`src/rtcs_cfg.svh`:
```
// Constants of the serial RTC port: offsets, field positions, responses, timing.
// Assumes inclusion by the top module and the bench, by bare name.
`ifndef RTCS_CFG_SVH
`define RTCS_CFG_SVH
`define RTCS_CLK_MHZ      40
`define RTCS_LAG_32K_NS   30500
`define RTCS_LAG_2M_NS    15300
`define RTCS_LAG_4M_NS    7600
`define RTCS_NS2CYC(ns)   ((((ns) * `RTCS_CLK_MHZ) + 999) / 1000)
`define RTCS_LAG_32K_CYC  `RTCS_NS2CYC(`RTCS_LAG_32K_NS)
`define RTCS_LAG_2M_CYC   `RTCS_NS2CYC(`RTCS_LAG_2M_NS)
`define RTCS_LAG_4M_CYC   `RTCS_NS2CYC(`RTCS_LAG_4M_NS)
`define RTCS_XTAL_32K     2'h0
`define RTCS_XTAL_2M      2'h1
`define RTCS_PIN_CE       0
`define RTCS_PIN_SCK      1
`define RTCS_PIN_MOSI     2
`define RTCS_PIN_VDD      3
`define RTCS_PIN_POR      4
`define RTCS_ADR_WR       7
`define RTCS_ADR_REG      5
`define RTCS_REG_STAT     6'h30
`define RTCS_REG_ICR      6'h32
`define RTCS_ICR_PSE      5
`define RTCS_ICR_AEN      4
`define RTCS_ICR_PEN      3
`define RTCS_ST_INT       0
`define RTCS_ST_PF        1
`define RTCS_ST_ALM       2
`define RTCS_ST_PER       3
`define RTCS_ST_SUP       7
`define RTCS_AX_EVT       8'h00
`define RTCS_AX_MASK      8'h04
`define RTCS_AX_CTRL      8'h08
`define RTCS_AX_STATE     8'h0C
`define RTCS_RESP_OKAY    2'h0
`define RTCS_RESP_SLVERR  2'h2
`define RTCS_EV_BYTE      0
`define RTCS_EV_INT       1
`define RTCS_EV_WAKE      2
`define RTCS_CTRL_PDN     0
`define RTCS_CTRL_XTAL    1
`endif

```
`src/rtcs_pkg.sv`:
```
// Types of the serial RTC port: link state and the whole register state.
// Assumes the constants header is on the include path.
package rtcs_pkg;
  typedef enum logic [1:0] {
    RTCS_IDLE = 2'h0,
    RTCS_ADDR = 2'h1,
    RTCS_DATA = 2'h3
  } rtcs_spi_type;

  typedef struct packed {
    logic        aw_ok;
    logic        w_ok;
    logic [7:0]  awaddr;
    logic [31:0] wdata;
    logic [3:0]  wstrb;
    logic        bvalid;
    logic [1:0]  bresp;
    logic        rvalid;
    logic [1:0]  rresp;
    logic [31:0] rdata;
  } rtcs_axi_type;

  typedef struct packed {
    logic [4:0]   sync1;
    logic [4:0]   sync2;
    logic         sck_d;
    logic         vdd_d;
    logic         por_d;
    rtcs_spi_type spi;
    logic [2:0]   bit_cnt;
    logic [7:0]   sh_in;
    logic [7:0]   sh_out;
    logic [7:0]   adr;
    logic         wr;
    logic         ld_pend;
    logic         miso;
    logic [7:0]   icr;
    logic         pf_flag;
    logic         alm_flag;
    logic         per_flag;
    logic [10:0]  alm_cnt;
    logic         supply;
    logic         pdn;
    logic         int_d;
    logic [2:0]   evt;
    logic [2:0]   mask;
    logic [1:0]   xtal;
    rtcs_axi_type ax;
  } rtcs_state_type;
endpackage

```
`src/rtcs_top.sv`:
```
// Serial slave port, interrupt output and mode logic of a real-time clock.
// Assumes an SPI master on the pins, timekeeping logic on alarm/periodic
// inputs, and an AXI4-Lite master on the same clock.
// Function
// - Bytes from host arrive MSB first and are assembled in that order.
// - Transfer is one address/control byte then data bytes, MSB first.
// - On reads the device shifts requested bytes out MSB first.
// - Chip enable low holds the serial logic reset, dropping partial transfers.
// - Chip enable low disables the serial output driver.
// - Interrupt output is active low open drain, low only for enabled events.
// - Power-sense enable set and power failure drive the interrupt low.
// - Reaching the alarm time asserts the interrupt.
// - Alarm flag and interrupt lag the match by a crystal-dependent time.
// - Periodic interval asserts the interrupt until the status register is read.
// - Status read also releases power-sense and alarm interrupts.
// - Any interrupt assertion cancels a selected power-down state.
// - Status bit reads one while any interrupt is valid.
// - Power-on reset resets the device; supply level at its end picks mode.
// - Serial clock latches input bits and shifts output bits.
// - Address bit 5 low selects RAM, bits 4 to 0 the location.
`include "rtcs_cfg.svh"
module rtcs_top
  import rtcs_pkg::*;
#(
  parameter int RAM_AW = 5
) (
  input  wire logic        clock,
  input  wire logic        sys_rst,
  input  wire logic [7:0]  s_axi_awaddr,
  input  wire logic        s_axi_awvalid,
  output logic             s_axi_awready,
  input  wire logic [31:0] s_axi_wdata,
  input  wire logic [3:0]  s_axi_wstrb,
  input  wire logic        s_axi_wvalid,
  output logic             s_axi_wready,
  output logic [1:0]       s_axi_bresp,
  output logic             s_axi_bvalid,
  input  wire logic        s_axi_bready,
  input  wire logic [7:0]  s_axi_araddr,
  input  wire logic        s_axi_arvalid,
  output logic             s_axi_arready,
  output logic [31:0]      s_axi_rdata,
  output logic [1:0]       s_axi_rresp,
  output logic             s_axi_rvalid,
  input  wire logic        s_axi_rready,
  input  wire logic        sck_pin,
  input  wire logic        ce_pin,
  input  wire logic        mosi_pin,
  output logic             miso_o,
  output logic             miso_oe,
  output logic             int_o,
  output logic             int_oe,
  input  wire logic        por_n_pin,
  input  wire logic        vdd_pin,
  input  wire logic        alarm_match,
  input  wire logic        periodic_tick,
  output logic             pwr_down,
  output logic             supply_mode,
  output logic             irq
);
  rtcs_state_type st_r;
  rtcs_state_type st_nxt;
  logic           ce_s;
  logic           sck_s;
  logic           mosi_s;
  logic           vdd_s;
  logic           por_s;
  logic           sck_rise;
  logic           sck_fall;
  logic [7:0]     rx_byte;
  logic           int_any;
  logic           int_rise;
  logic           pf_set;
  logic           alm_set;
  logic           per_set;
  logic           stat_rd;
  logic           byte_done;
  logic           ram_we;
  logic [7:0]     ram_rdata;
  logic [2:0]     evt_clr;

  function automatic logic [10:0] lag_cycles(input logic [1:0] xtal);
    unique case (xtal)
      `RTCS_XTAL_32K: lag_cycles = 11'(`RTCS_LAG_32K_CYC - 1);
      `RTCS_XTAL_2M:  lag_cycles = 11'(`RTCS_LAG_2M_CYC - 1);
      default:        lag_cycles = 11'(`RTCS_LAG_4M_CYC - 1);
    endcase
  endfunction

  function automatic logic [7:0] status_byte(input rtcs_state_type s);
    status_byte = 8'h00;
    status_byte[`RTCS_ST_INT] = s.pf_flag | s.alm_flag | s.per_flag;
    status_byte[`RTCS_ST_PF]  = s.pf_flag;
    status_byte[`RTCS_ST_ALM] = s.alm_flag;
    status_byte[`RTCS_ST_PER] = s.per_flag;
    status_byte[`RTCS_ST_SUP] = s.supply;
  endfunction

  assign ce_s     = st_r.sync2[`RTCS_PIN_CE];
  assign sck_s    = st_r.sync2[`RTCS_PIN_SCK];
  assign mosi_s   = st_r.sync2[`RTCS_PIN_MOSI];
  assign vdd_s    = st_r.sync2[`RTCS_PIN_VDD];
  assign por_s    = st_r.sync2[`RTCS_PIN_POR];
  assign sck_rise = sck_s & ~st_r.sck_d;
  assign sck_fall = ~sck_s & st_r.sck_d;
  assign rx_byte  = {st_r.sh_in[6:0], mosi_s};
  assign int_any  = st_r.pf_flag | st_r.alm_flag | st_r.per_flag;
  assign int_rise = int_any & ~st_r.int_d;
  // Failure seen as the supply pin falling
  assign pf_set   = st_r.vdd_d & ~vdd_s & st_r.icr[`RTCS_ICR_PSE];
  assign alm_set  = st_r.alm_cnt == 11'h001;
  assign per_set  = periodic_tick & st_r.icr[`RTCS_ICR_PEN];

  rtcs_ram #(
    .AW (RAM_AW),
    .DW (8)
  ) u_ram (
    .clock (clock),
    .we    (ram_we),
    .waddr (st_r.adr[RAM_AW-1:0]),
    .wdata (rx_byte),
    .raddr (st_nxt.adr[RAM_AW-1:0]),
    .rdata (ram_rdata)
  );

  always_comb begin
    st_nxt    = st_r;
    stat_rd   = 1'b0;
    byte_done = 1'b0;
    ram_we    = 1'b0;
    evt_clr   = 3'h0;
    st_nxt.sync1 = {por_n_pin, vdd_pin, mosi_pin, sck_pin, ce_pin};
    st_nxt.sync2 = st_r.sync1;
    st_nxt.sck_d = sck_s;
    st_nxt.vdd_d = vdd_s;
    st_nxt.por_d = por_s;

    // Serial slave
    if (!ce_s) begin
      st_nxt.spi     = RTCS_IDLE;
      st_nxt.bit_cnt = 3'h0;
      st_nxt.ld_pend = 1'b0;
      st_nxt.miso    = 1'b0;
    end else begin
      if (st_r.spi == RTCS_IDLE) begin
        st_nxt.spi = RTCS_ADDR;
      end
      if (sck_rise) begin
        st_nxt.sh_in   = rx_byte;
        st_nxt.bit_cnt = st_r.bit_cnt + 3'h1;
        if (st_r.bit_cnt == 3'h7) begin
          byte_done = 1'b1;
          unique case (st_r.spi)
            RTCS_ADDR: begin
              st_nxt.adr     = rx_byte;
              st_nxt.wr      = rx_byte[`RTCS_ADR_WR];
              st_nxt.ld_pend = ~rx_byte[`RTCS_ADR_WR];
              st_nxt.spi     = RTCS_DATA;
            end
            RTCS_DATA: begin
              if (st_r.wr) begin
                if (!st_r.adr[`RTCS_ADR_REG]) begin
                  ram_we = 1'b1;
                end else if (st_r.adr[5:0] == `RTCS_REG_ICR) begin
                  st_nxt.icr = rx_byte;
                end
              end
              // Auto increment wraps inside the 32-byte window
              st_nxt.adr[4:0] = st_r.adr[4:0] + 5'h01;
              st_nxt.ld_pend  = ~st_r.wr;
            end
            RTCS_IDLE: begin
              st_nxt.spi = RTCS_ADDR;
            end
            default: begin
              st_nxt.spi = RTCS_IDLE;
            end
          endcase
        end
      end
      if (sck_fall) begin
        st_nxt.miso   = st_r.sh_out[7];
        st_nxt.sh_out = {st_r.sh_out[6:0], 1'b0};
      end
      // Load lands between the last rise and the next fall of the link clock
      if (st_r.ld_pend) begin
        st_nxt.ld_pend = 1'b0;
        if (!st_r.adr[`RTCS_ADR_REG]) begin
          st_nxt.sh_out = ram_rdata;
        end else if (st_r.adr[5:0] == `RTCS_REG_STAT) begin
          st_nxt.sh_out = status_byte(st_r);
          stat_rd       = 1'b1;
        end else if (st_r.adr[5:0] == `RTCS_REG_ICR) begin
          st_nxt.sh_out = st_r.icr;
        end else begin
          st_nxt.sh_out = 8'h00;
        end
      end
    end

    // Interrupt sources; a new event beats the status-read release
    if (alarm_match && st_r.icr[`RTCS_ICR_AEN] && st_r.alm_cnt == 11'h000) begin
      st_nxt.alm_cnt = lag_cycles(st_r.xtal);
    end else if (st_r.alm_cnt != 11'h000) begin
      st_nxt.alm_cnt = st_r.alm_cnt - 11'h001;
    end
    st_nxt.pf_flag  = (st_r.pf_flag & ~stat_rd) | pf_set;
    st_nxt.alm_flag = (st_r.alm_flag & ~stat_rd) | alm_set;
    st_nxt.per_flag = (st_r.per_flag & ~stat_rd) | per_set;
    st_nxt.int_d    = int_any;

    // Mode: battery backup leaves on a supply rise
    if (vdd_s && !st_r.vdd_d) begin
      st_nxt.supply = 1'b1;
    end
    if (por_s && !st_r.por_d) begin
      st_nxt.supply = vdd_s;
    end

    // AXI4-Lite write
    if (s_axi_awvalid && s_axi_awready) begin
      st_nxt.ax.aw_ok  = 1'b1;
      st_nxt.ax.awaddr = s_axi_awaddr;
    end
    if (s_axi_wvalid && s_axi_wready) begin
      st_nxt.ax.w_ok  = 1'b1;
      st_nxt.ax.wdata = s_axi_wdata;
      st_nxt.ax.wstrb = s_axi_wstrb;
    end
    if (st_r.ax.aw_ok && st_r.ax.w_ok && !st_r.ax.bvalid) begin
      st_nxt.ax.aw_ok  = 1'b0;
      st_nxt.ax.w_ok   = 1'b0;
      st_nxt.ax.bvalid = 1'b1;
      st_nxt.ax.bresp  = `RTCS_RESP_OKAY;
      unique case (st_r.ax.awaddr)
        `RTCS_AX_EVT: begin
          if (st_r.ax.wstrb[0]) begin
            evt_clr = st_r.ax.wdata[2:0];
          end
        end
        `RTCS_AX_MASK: begin
          if (st_r.ax.wstrb[0]) begin
            st_nxt.mask = st_r.ax.wdata[2:0];
          end
        end
        `RTCS_AX_CTRL: begin
          if (st_r.ax.wstrb[0]) begin
            st_nxt.pdn  = st_r.pdn | st_r.ax.wdata[`RTCS_CTRL_PDN];
            st_nxt.xtal = st_r.ax.wdata[`RTCS_CTRL_XTAL +: 2];
          end
        end
        `RTCS_AX_STATE: begin
          st_nxt.ax.bresp = `RTCS_RESP_OKAY;
        end
        default: begin
          st_nxt.ax.bresp = `RTCS_RESP_SLVERR;
        end
      endcase
    end
    if (st_r.ax.bvalid && s_axi_bready) begin
      st_nxt.ax.bvalid = 1'b0;
    end

    // AXI4-Lite read
    if (st_r.ax.rvalid && s_axi_rready) begin
      st_nxt.ax.rvalid = 1'b0;
    end
    if (s_axi_arvalid && s_axi_arready) begin
      st_nxt.ax.rvalid = 1'b1;
      st_nxt.ax.rresp  = `RTCS_RESP_OKAY;
      unique case (s_axi_araddr)
        `RTCS_AX_EVT:   st_nxt.ax.rdata = {29'h0, st_r.evt};
        `RTCS_AX_MASK:  st_nxt.ax.rdata = {29'h0, st_r.mask};
        `RTCS_AX_CTRL:  st_nxt.ax.rdata = {29'h0, st_r.xtal, st_r.pdn};
        `RTCS_AX_STATE: st_nxt.ax.rdata = {14'h0, st_r.pdn, st_r.supply, status_byte(st_r), st_r.icr};
        default: begin
          st_nxt.ax.rdata = 32'h0;
          st_nxt.ax.rresp = `RTCS_RESP_SLVERR;
        end
      endcase
    end

    // Interrupt wakes the part; beats a power-down written in the same cycle
    if (int_rise) begin
      st_nxt.pdn = 1'b0;
    end
    st_nxt.evt = (st_r.evt & ~evt_clr)
               | {int_rise & st_r.pdn, int_rise, byte_done};

    // Pin-held power-on reset clears everything but the bus, synchronisers and vdd_d
    if (!por_s) begin
      st_nxt       = '0;
      st_nxt.sync1 = {por_n_pin, vdd_pin, mosi_pin, sck_pin, ce_pin};
      st_nxt.sync2 = st_r.sync1;
      st_nxt.vdd_d = vdd_s;
      st_nxt.ax    = st_r.ax;
      st_nxt.ax.aw_ok = st_r.ax.aw_ok | (s_axi_awvalid & s_axi_awready);
      st_nxt.ax.w_ok  = st_r.ax.w_ok | (s_axi_wvalid & s_axi_wready);
      if (s_axi_awvalid && s_axi_awready) begin
        st_nxt.ax.awaddr = s_axi_awaddr;
      end
      if (s_axi_wvalid && s_axi_wready) begin
        st_nxt.ax.wdata = s_axi_wdata;
        st_nxt.ax.wstrb = s_axi_wstrb;
      end
    end
  end

  always_ff @(posedge clock) begin
    if (sys_rst) begin
      st_r <= '0;
    end else begin
      st_r <= st_nxt;
    end
  end

  assign s_axi_awready = ~st_r.ax.aw_ok & ~st_r.ax.bvalid;
  assign s_axi_wready  = ~st_r.ax.w_ok & ~st_r.ax.bvalid;
  assign s_axi_bvalid  = st_r.ax.bvalid;
  assign s_axi_bresp   = st_r.ax.bresp;
  assign s_axi_arready = ~st_r.ax.rvalid;
  assign s_axi_rvalid  = st_r.ax.rvalid;
  assign s_axi_rdata   = st_r.ax.rdata;
  assign s_axi_rresp   = st_r.ax.rresp;
  assign miso_o        = st_r.miso;
  assign miso_oe       = ce_s & (st_r.spi == RTCS_DATA) & ~st_r.wr;
  assign int_o         = 1'b0;
  assign int_oe        = int_any;
  assign pwr_down      = st_r.pdn;
  assign supply_mode   = st_r.supply;
  assign irq           = |(st_r.evt & st_r.mask);
endmodule

```
`src/rtcs_ram.sv`:
```
// Small user RAM of the serial RTC port, one write and one read port.
// Assumes a single clock; read data appear one edge after the address.
module rtcs_ram #(
  parameter int AW = 5,
  parameter int DW = 8
) (
  input  wire logic          clock,
  input  wire logic          we,
  input  wire logic [AW-1:0] waddr,
  input  wire logic [DW-1:0] wdata,
  input  wire logic [AW-1:0] raddr,
  output logic      [DW-1:0] rdata
);
  logic [DW-1:0] mem_r [2**AW];

  // Contents survive resets, as battery-backed storage would
  always_ff @(posedge clock) begin
    if (we) begin
      mem_r[waddr] <= wdata;
    end
    rdata <= mem_r[raddr];
  end
endmodule

```
`config.mk`:
```
export PLATFORM = sky130hd
export DESIGN_NAME = rtcs_top
export DESIGN_NICKNAME = d
export VERILOG_FILES = /design/src/rtcs_pkg.sv /design/src/rtcs_top.sv /design/src/rtcs_ram.sv
export VERILOG_INCLUDE_DIRS = /design/src /design/src/src
export SDC_FILE = /design/constraint.sdc
export NUM_CORES = 1
export LEC_CHECK = 0
export BUFFER_PORTS_ARGS = -buffer_cell sky130_fd_sc_hd__buf_4
export CORE_MARGIN = 4
export CORE_UTILIZATION = 67
export CTS_BUF_LIST = sky130_fd_sc_hd__clkbuf_4
export DETAILED_ROUTE_END_ITERATION = 10
export MAX_ROUTING_LAYER = met4
export PLACE_DENSITY = 0.88
export SYNTH_ARGS = -nofsm -noshare
export SYNTH_HDL_FRONTEND = slang
export SYNTH_SLANG_ARGS = --single-unit
```
`constraint.sdc`:
```
create_clock -name clock -period 4.9 [get_ports clock]
set_input_delay 0.98 -clock clock [delete_from_list [all_inputs] [get_ports clock]]
set_output_delay 0.98 -clock clock [all_outputs]
set_load 0.05 [all_outputs]
```
# Word level (Yosys, flattened, before mapping)
# Memory sizes are Yosys's and may differ from the RTL's. A register that Yosys moved wholly into a read port is not among the register bits.
# Cells that the tools add are included.
[totals] mem_count=1 ff_bits=162 inputBits=66 ram_bits=256 wordCells=210 out_inout_bits=48
[op_classes] eq_ne=15 n_addsub=3 bitwise_logic=41 reduce_logical=44 mux=71
[mem_list] memory="u_ram.mem_r" depth=32 word_bits=8 read_ports=1 rd_clocked_by_memory_dff=1 write_ports=1 line_no="rtcs_ram.sv:14" text="logic [DW-1:0] mem_r [2**AW];"
[op_table] cell="150-bit 2-to-1 mux" count=1
[op_table] cell="8-bit 2-to-1 mux" count=13
[op_table] cell="18-bit case mux with 4 select lines" count=1
[op_table] cell="36-bit 2-to-1 mux" count=1
[op_table] cell="35-bit 2-to-1 mux" count=1
[op_table] cell="8-bit by 4-bit == test with 1-bit output, second input constant" count=4
[op_table] cell="1-bit 2-to-1 mux" count=28
[op_table] cell="25-bit 2-to-1 mux" count=1
[op_table] cell="11-bit 2-to-1 mux" count=2
[op_table] cell="11-bit case mux with 2 select lines" count=1
[op_table] cell="3-bit 2-to-1 mux" count=7
[op_table] cell="10-bit 2-to-1 mux" count=2
[op_table] cell="1-bit bitwise AND" count=16
[op_table] cell="8-bit by 3-bit == test with 1-bit output, second input constant" count=2
[op_table] cell="8-bit logical NOT" count=2
[op_table] cell="2-bit 2-to-1 mux" count=7
[op_table] cell="13-bit 2-to-1 mux" count=1
[op_table] cell="1-bit inverter" count=13
[op_table] cell="6-bit == test, second input constant" count=2
[op_table] cell="2-bit AND reduction" count=6
[op_table] cell="2-bit nonzero test" count=6
[op_table] cell="4-bit OR reduction" count=3
[op_table] cell="11-bit by 1-bit == test with 1-bit output, second input constant" count=1
[op_table] cell="1-bit logical AND" count=11
[op_table] cell="other kinds (25)" count=42

# Logic depth before layout (Yosys ltp)
# Gate-level depths: netlist of the first run.
[logic_depth] ltp_word=9 depth_mapped=13 depth_no_buf=9

# Hierarchy
# From an unflattened synthesis of the first run, not the netlist that was laid out.
[unflattened] hier_cells=958 area_unflattened_um2=14911.8
[modules_own_cells] mod="rtcs_ram" instances=1 cells_per_inst=417 area_each_um2=10053.4
[modules_own_cells] mod="rtcs_top" instances=1 cells_per_inst=541 area_each_um2=4858.4

# Least setup slack after synthesis of the first run
# No wires, ideal clock.
[synth_path] kind="flip-flop to flip-flop" from="reg st_r[144] (netlist bit)" to="reg u_ram.rdata[4], read port of u_ram.mem_r" arrival_time_ns=2.975 stages_incl_launch_ff=12 setup_slack_ns=1.798 period_less_slack_ns=3.102 required_time_ns=4.773 n_path_buf=2 path_cell_list="dfxtp_1 ha_1 ha_1 and4b_1 buf_6 nand2_8 mux2i_2 buf_2 mux4_2 a22o_1 a211o_1 or3_1"
[synth_between] elab_chain_cells=5
[synth_rtl] item="start, declared" line_no="rtcs_top.sv:61" text="rtcs_state_type st_r;"
[synth_rtl] item="start signal, assigned" line_no="rtcs_top.sv:313" text="st_r <= st_nxt;"
[synth_rtl] item="3-bit == test" line_no="rtcs_top.sv:151" text="if (st_r.bit_cnt == 3'h7) begin"
[synth_rtl] item="10-bit 2-to-1 mux" line_no="rtcs_top.sv:151"
[synth_rtl] item="10-bit 2-to-1 mux" line_no="rtcs_top.sv:148" text="if (sck_rise) begin"
[synth_rtl] item="25-bit 2-to-1 mux" line_no="rtcs_top.sv:139" text="if (!ce_s) begin"
[synth_rtl] item="150-bit 2-to-1 mux" line_no="rtcs_top.sv:291" text="if (!por_s) begin"
[synth_rtl] item="end, declared" line_no="rtcs_ram.sv:12" text="output logic [DW-1:0] rdata"
# Every way passes these cells.
# A chain may end at the register's enable or synchronous reset.

# Worst setup path in the final report of the first run
[layout_path] from="reg st_r[144] (netlist bit)" to="reg u_ram.rdata[0], read port of u_ram.mem_r"
# Same word-level chain as after synthesis.

==> results.md, run 1 <==
- Sink Count: 371
- Slew @ Worst Pin: 1280 ps
- Status: complete, but fails checks
- Synth unique cells: 59
- Post-synthesis cell count: 1,175
- Post-CTS Setup Repair Bufs: 0
- Initial antenna violation count: 2
- Number of global-route vias before repair: 9,884
- Nets: 1,337
- Number of fill cells: 1,297
- Final std cells w/o fill: 1,603
- Ratio of cells with drive above 1 in the final layout: 0.190
- Max Fclk: 256 MHz
- CTS Hold Bufs: 0
- Critical Path RT: 5460 ps
- Mapped cell area: 15,100 sq um
- Clock Pin Slew Worst Setup and Hold Paths: 60 ps
- Worst r2r src: st_r[144]
- Antenna-violating nets left: 0
- Final setup TNS: 0 ps
- Net load switching power: 1240 uW
- CTS root buf: clkbuf_4
- Clock Latency Late Sink: 730 ps
- PortBufs: 61
- Longest Clk Path Bufs: 3
- Post-synth top cells: edfxtp_1, nand2_1, dfxtp_1
- Power density cells: 354 nW/um^2
- Initial drt markers: 1,346
- Hold Crit Endpoint: ce_s
- Max Used Layer: met4
- Reg2reg path depth: 10
- DP Wirelength: 20,300 um
- Placer Congestion: 0.894
- Worst reg2reg setup slack: 990 ps
- First-pass GRT wire length: 51,900 um
- Starting Density: 0.686
- Unrepaired setup endpoints after global routing: false
- WL/cell: 20.8 um
- Clock Power Share: 0.416
- DR pass1 iterations: 9
- Largest net degree at the start of global routing: 65
- Register bit count reported by yosys: 371
- Dominant synthesized flop cell: edfxtp_1
- Area after DPL: 15,600 sq um
- Leak Pwr: 0.00604 uW
- Seq pwr share: 0.564
- Die width: 158 um
- Vias/cell: 6.34
- YS warnings: 0
- HP Class: reg2reg
- H-tree lvl count: 3
- Count leader, synth: edfxtp_1
- Design area: 16,700 sq um
- VDD IR-drop max: 0.301 mV
- Die area: 25,000 sq um
- Setup violators final: 0
- Async S/R FF share, synth: 0
- Launching element type of the critical path: register
- Failing checks: DRC
- MaxCap Viol Count: 0
- Fin. max-slew vios: 0
- Area fraction of the dominant cell type after synthesis: 0.510
- Layout Utilization: 0.760
- Switching share of power: 0.210
- TritonCTS buffer count: 88
- Met2 WL: 16,600 um
- CP Data Arrival Time: 4470 ps
- Via count: 10.2k
- Area Growth Syn to Fin: 10.7%
- Min-delay src: st_r[157]
- Skew final: 51.2 ps
- CP Max Fanout: 22
- Fin crit period: 3910 ps
- Hold Fails Final Rpt: 0
- Post-CTS resize count: 0
- DP Cell Count: 1,453
- Grt total ovfl: 0
- WL met3: 2640 um
- Syn avg cell area: 12.8 sq um
- Logic gate share of total power: 0.020
- Slew margin rel.: 0.142
- Total track usage: 0.279
- EDFF count, synth: 256
- Die Span Y: 158 um
- Final worst-path cycle share: 0.797
- Largest area contributor in the netlist: edfxtp_1
- Hold path depth: 1
- CP endpoint kind: register
- Routed WL: 33,300 um
- Ports: 114
- Synth top area cells: edfxtp_1, dfxtp_1, mux2i_1, a21oi_1, nand2_1
- Worst r2r dst: u_ram.rdata[0]
- Sequential element share of the synthesized area: 0.663
- Int Power: 4670 uW
- Drt drc: 1
- Critical path type: reg2reg
- Post-Route M1 WL: 12,900 um
- CTS tree: done
- Row count: 54
- Area of the core: 22,000 sq um
## layout make-up
| type | instances | area, sq um | area share |
|---|---|---|---|
| antenna | 1 | 2.50 | 0.000150 |
| clock buffer | 137 | 1030 | 0.0616 |
| clock inverter | 12 | 80.1 | 0.00480 |
| inverter | 12 | 45.0 | 0.00270 |
| multi-input combinational | 712 | 4590 | 0.275 |
| sequential | 371 | 9990 | 0.599 |
| tap | 280 | 350 | 0.0210 |
| timing repair buffer | 78 | 598 | 0.0358 |
## flip-flops by register name, summed over array words and instances, names as in the netlist, named ones only
signal,flops
miso_o,1
pwr_down,1
s_axi_rdata,14
s_axi_rresp,1
supply_mode,1
s_axi_rvalid,1
u_ram.rdata,8
s_axi_bvalid,1
u_ram.mem_r,256
ce_s,1
por_s,1
st_r,74
s_axi_bresp,1
rx_byte,7
mosi_s,1
sck_s,1
## per-layer routing
metal | up-vias | global-route usage
li1 | 4572 | -
met1 | 4961 | 0.357
met2 | 523 | 0.439
met3 | 103 | 0.0563
met4 | 0 | 0.120
met5 | - | -
## how the worst max path moves through the flow
stage / from / depth (start not counted) / endpoint
CTS: st_r[144] / 10 / u_ram.rdata[0]
global placement: st_r[144] / 9 / u_ram.rdata[3]
floorplan: st_r[144] / 11 / u_ram.rdata[4]
global route: st_r[144] / 10 / u_ram.rdata[6]
finish: st_r[144] / 10 / u_ram.rdata[0]
detailed placement: st_r[144] / 10 / u_ram.rdata[0]
## power groups by stage
stage	clock, uW	sequential [uW]	combinational (uW)
6_report	2460	3330	119
5_1_grt	2680	3330	127
4_1_cts	2490	3330	118
3_5_place_dp	0	3400	117
3_3_place_gp	0	3400	115
2_1_floorplan	0	3400	93.5
## through the flow
step	hold slack (ps)	worst slack [ps]	power [uW]
after global routing	447	714	6140
after global placement	425	1120	3510
final	429	995	5910
after detailed placement	423	979	3520
after CTS	432	956	5940
after floorplan	414	1800	3490
## critical path, cell delays in order (launching register included)
cell,delay (ps)
dfxtp_1,350
ha_1,170
ha_1,200
and4b_1,460
nand2_8,120
mux2i_4,890
buf_4,400
mux2i_1,240
a211oi_1,140
a211o_1,410
or3_1,390
## placed cells by master (no fill, tap or decap), types with 9 or more instances in the layout
cell      instances
nor3_1           17
inv_1            12
or3_1            12
mux4_2           19
a22o_1           36
a22oi_1          25
buf_4            77
and2_1           15
nor2b_1          13
clkbuf_4        137
edfxtp_1        256
nand3_1          29
a211oi_1         22
a21oi_1          88
o22ai_1          15
dfxtp_1         115
nor4_1            9
nor2_1          114
mux2i_1          64
conb_1           20
nand2_1         117
## cells by family after synthesis
family                     share of synthesized area
xor gates and xnor gates                     0.00116
and+or+nand+nor                                0.109
other                                       0.000249
AOI/OAI and AO/OA                              0.108
adders and majority gates                    0.00664
muxes                                         0.0733
DFF                                            0.663
buffers and inverters                         0.0391
No activity file was read; power rests on OpenSTA's default activity.
==> inputs of run 2 (changes only) <==
CORE_UTILIZATION = 56   (was 67)
PLACE_DENSITY = 0.78   (was 0.88)
clock period = 3.55 ns   (was 4.9 ns; I/O delays follow)
==> run 2 against run 1 <==
The run now ends clean. Clock skew grew 12 ps. Combinational power grew 40%. Maximum frequency grew 17%. Design area grew 3.0%. Worst setup slack lost 790 ps. Register-to-register slack lost 790 ps. Routed wire length grew 0.23%. Die area grew 19%. Total power grew 38%. Final cell count grew 7.2%. Non-clock buffer count grew 47. Critical path type unchanged. Largest power group unchanged.
==> results.md, run 2 (same netlist as run 1, synthesis figures left out) <==
- Crit path cell chain: ha_1 -> ha_1 -> and4b_2 -> nand2_8 -> mux2i_4 -> buf_12 -> mux4_2 -> a22o_1 -> a211o_1 -> or3_1
- Post-CTS Setup Repair Bufs: 0
- Clock Latency Late Sink: 710 ps
- Drt drc: 0
- Crit path max-delay family: simple AND/OR/NAND/NOR gates
- Placer Congestion: 0.972
- Critical Path RT: 4120 ps
- Unrepaired setup endpoints after global routing: false
- HP Class: in2reg
- Grt total ovfl: 0
- PortBufs: 61
- Area of the core: 26,300 sq um
- Via count: 10.1k
- Power density cells: 474 nW/um^2
- DP Wirelength: 21,000 um
- CTS root buf: clkbuf_4
- Die Span Y: 172 um
- TritonCTS buffer count: 91
- VDD IR-drop max: 0.352 mV
- Initial antenna violation count: 1
- Row count: 59
- Clock Pin Slew Worst Setup and Hold Paths: 60 ps
- Critical path type: reg2reg
- Die width: 172 um
- CP Data Arrival Time: 3920 ps
- Most frequent CP cell: ha_1
- Max Fclk: 299 MHz
- H-tree lvl count: 3
- Antenna-violating nets left: 0
- Fin crit period: 3350 ps
- Slew @ Worst Pin: 1290 ps
- Nets: 1,387
- Sink Count: 371
- CP endpoint kind: register
- Longest Clk Path Bufs: 3
- Leak Pwr: 0.00632 uW
- Hold slack: 242 ps
- CTS tree: done
- Largest net degree at the start of global routing: 65
- Area Growth Syn to Fin: 14.0%
- Setup violators final: 0
- Max FFs per register: 256
- Largest Register: u_ram.mem_r
- DR pass1 iterations: 5
- Commonest non-fill, non-tap cells in the layout: edfxtp_1, clkbuf_4, buf_4, nand2_1
- Ratio of cells with drive above 1 in the final layout: 0.216
- Final std cells w/o fill: 1,719
- Fin. max-slew vios: 0
- Final setup TNS: 0 ps
- Slowest CP cell: mux4_2
- Design Power: 8140 uW
- Initial drt markers: 1,056
- Hold Fails Final Rpt: 0
- Total track usage: 0.232
- MaxCap Viol Count: 0
- Routed WL: 33,400 um
- Vias/cell: 5.88
- Die area: 29,600 sq um
- CP Max Fanout: 25
- Slew margin rel.: 0.141
- Skew final: 62.8 ps
- Starting Density: 0.574
- Ports: 114
- Status: finished clean
- Number of global-route vias before repair: 9,916
- First-pass GRT wire length: 52,000 um
- Launching element type of the critical path: register
- Final worst-path cycle share: 0.943
- Buffers & Inverters on Critical Path: 1
- WL/cell: 19.4 um
- Commonest non-fill, non-tap cell in the layout: edfxtp_1
- DP Cell Count: 1,555
- Crit path largest cell delay: 550 ps
## run 2: area by class of cell
type	instances	area (sq um)
Clock buffer	128	961
Sequential cell	371	9990
Clock inverter	35	173
Timing Repair Buffer	125	976
Fill cell	1936	9100
Tap cell	335	419
Antenna cell	1	2.50
Multi-Input combinational cell	712	4610
Inverter	12	45.0
## run 2: routing by layer
layer / GRT usage / wire length [um]
met4: 0.0830 / 792
met2: 0.372 / 16400
met3: 0.0473 / 2760
met1: 0.298 / 13400
met5: - / 0
## run 2: final timing paths
path         startpoint        endpoint  slack, ps  cells after the start
max           st_r[144]  u_ram.rdata[0]        200                     10
min           por_n_pin       st_r[161]        240                      2
max reg2reg   st_r[144]  u_ram.rdata[0]        200                     10
min reg2reg   st_r[159]          mosi_s        430                      1
## run 2: stage by stage
step                 util  area (sq um)  worst slack, ps
finish              0.654         17200              203
global route        0.654         17200             65.9
CTS                 0.653         17200             50.5
detailed placement  0.610         16000             56.8
global placement    0.610         16000              124
floorplan               -         15100              448
## run 2: where the power goes
group / internal, uW / switching [uW] / total (uW)
Sequential: 4580 / 12.4 / 4600
Clock: 1750 / 1630 / 3370
Combinational: 51.2 / 116 / 167
## run 2: repair_timing
item                                    4_1_cts  5_1_grt
hold buffers                                  0        0
endpoints found under the setup margin        0        8
resized for setup                             0        3
==> inputs of run 3 (changes only) <==
PLACE_DENSITY = not set   (was 0.78)
PLACE_DENSITY_LB_ADDON = 0.3   (was not set)
==> run 3 against run 2 <==
Sequential share of layout area fell by 0.15 points. Via count fell by 0.24%. Clock-buffer cell count rose by 2. Routed wire length rose by 1.1%. Final cell count fell by 0.12%. Design area rose by 0.24%. Worst setup slack got worse by 20 ps. Clock skew fell by 23 ps. Flip-flop and latch count did not move. Non-clock buffer count rose by 1.
==> results.md, run 3 (same netlist as run 1, synthesis figures left out) <==
- Status: finished clean
- Row count: 59
- Leak Pwr: 0.00633 uW
- Power density cells: 477 nW/um^2
- Ports: 114
- Final worst-path cycle share: 0.949
- Fin crit period: 3370 ps
- Skew final: 40.3 ps
- Max FFs per register: 256
- Launching element type of the critical path: register
- Clock Pin Slew Worst Setup and Hold Paths: 60 ps
- PortBufs: 61
- Antenna-violating nets left: 0
- MaxCap Viol Count: 0
- Longest Clk Path Bufs: 3
- CTS tree: done
- Ratio of cells with drive above 1 in the final layout: 0.217
- First-pass GRT wire length: 52,600 um
- Hold Fails Final Rpt: 0
- Pre-CTS WS: 110 ps
- Reg2reg path depth: 10
- Die area: 29,600 sq um
- Commonest non-fill, non-tap cells in the layout: edfxtp_1, clkbuf_4, buf_4, nand2_1, dfxtp_1
- Area Growth Syn to Fin: 14.3%
- Commonest non-fill, non-tap cell in the layout: edfxtp_1
- Starting Density: 0.574
- Largest Register: u_ram.mem_r
- CP Max Fanout: 24
- H-tree lvl count: 3
- Area after DPL: 16,100 sq um
- CP Data Arrival Time: 3960 ps
- Setup violators final: 0
- Max Fclk: 297 MHz
- Initial drt markers: 847
- DR pass1 iterations: 5
- HP Class: in2reg
- Crit. Startpoint: st_r[144]
- Largest net degree at the start of global routing: 48
- DP Wirelength: 21,200 um
- Slew margin rel.: 0.179
- Slew @ Worst Pin: 1230 ps
- Die Span Y: 172 um
- Critical path type: reg2reg
- Total track usage: 0.235
- Initial antenna violation count: 2
- Final WS setup: 182 ps
- Routed WL: 33,700 um
- Worst r2r src: st_r[144]
- Area of the core: 26,300 sq um
- TritonCTS buffer count: 92
- Via count: 10.1k
- Die width: 172 um
- WL/cell: 19.6 um
- CTS Hold Bufs: 0
- Fin. max-slew vios: 0
- Sink Count: 371
- Design Power: 8210 uW
- Number of global-route vias before repair: 9,913
- Unrepaired setup endpoints after global routing: false
- Grt total ovfl: 0
- Nets: 1,389
- Number of fill cells: 2,008
- Vias/cell: 5.87
- Design area: 17,200 sq um
- CP endpoint kind: register
- Worst r2r dst: u_ram.rdata[5]
- Worst reg2reg setup slack: 180 ps
- CTS root buf: clkbuf_4
- Critical path endpoint: u_ram.rdata[5]
- Critical Path RT: 4140 ps
- Drt drc: 0
- Placer Congestion: 0.852
- VDD IR-drop max: 0.296 mV
- Clock Latency Late Sink: 730 ps
- Final setup TNS: 0 ps
run 3: critical path, cell delays in order, from the launching register on:
cell,delay (ps)
dfxtp_1,320
ha_1,200
ha_1,220
and4b_2,320
nand2_8,130
mux2i_4,310
buf_12,240
mux4_2,520
a22o_1,260
a211o_1,290
or3_1,420
run 3: cell type report:
cell class,count,area (sq um),share of cell area
Inverter,12,45.0,0.00262
Clock inverter,29,173,0.0100
Multi-Input combinational cell,712,4610,0.267
Clock buffer,130,976,0.0567
Timing Repair Buffer,126,1010,0.0586
Sequential cell,371,9990,0.580
Antenna cell,2,5.00,0.000291
Tap cell,335,419,0.0243
run 3: power by group:
| group | total, uW | switching, uW | internal (uW) | leakage (uW) |
|---|---|---|---|---|
| Sequential | 4600 | 12.8 | 4590 | 0.00328 |
| Clock | 3450 | 1620 | 1830 | 0.000683 |
| Combinational | 167 | 116 | 50.8 | 0.00237 |
run 3: worst min-delay path by stage:
stage / depth (start not counted) / startpoint / slack [ps] / to
CTS: 2 / sck_pin / 180 / st_r[158]
floorplan: 1 / st_r[157] / 410 / ce_s
finish: 2 / sck_pin / 220 / st_r[158]
global route: 2 / mosi_pin / 180 / st_r[159]
global placement: 1 / st_r[161] / 420 / por_s
detailed placement: 1 / st_r[159] / 430 / mosi_s
run 3: routing by layer:
metal,global-route usage,up-vias,share of wire
met5,-,-,0
met4,0.0899,0,0.027
met3,0.0533,60,0.083
met2,0.369,459,0.48
met1,0.302,4875,0.41
li1,-,4690,-
run 3: stage by stage:
| stage | hold WS [ps] | utilization | std cells |
|---|---|---|---|
| after global placement | 425 | 0.611 | 1556 |
| final | 220 | 0.655 | 1717 |
| after CTS | 178 | 0.654 | 1715 |
| after floorplan | 414 | - | 1194 |
| after detailed placement | 426 | 0.611 | 1556 |
| after global routing | 179 | 0.655 | 1717 |
run 3: what timing repair did:
item	4_1_cts	5_1_grt
setup buffers	0	0
endpoints found under the hold margin	0	0
resized for setup	0	4
endpoints found under the setup margin	0	7
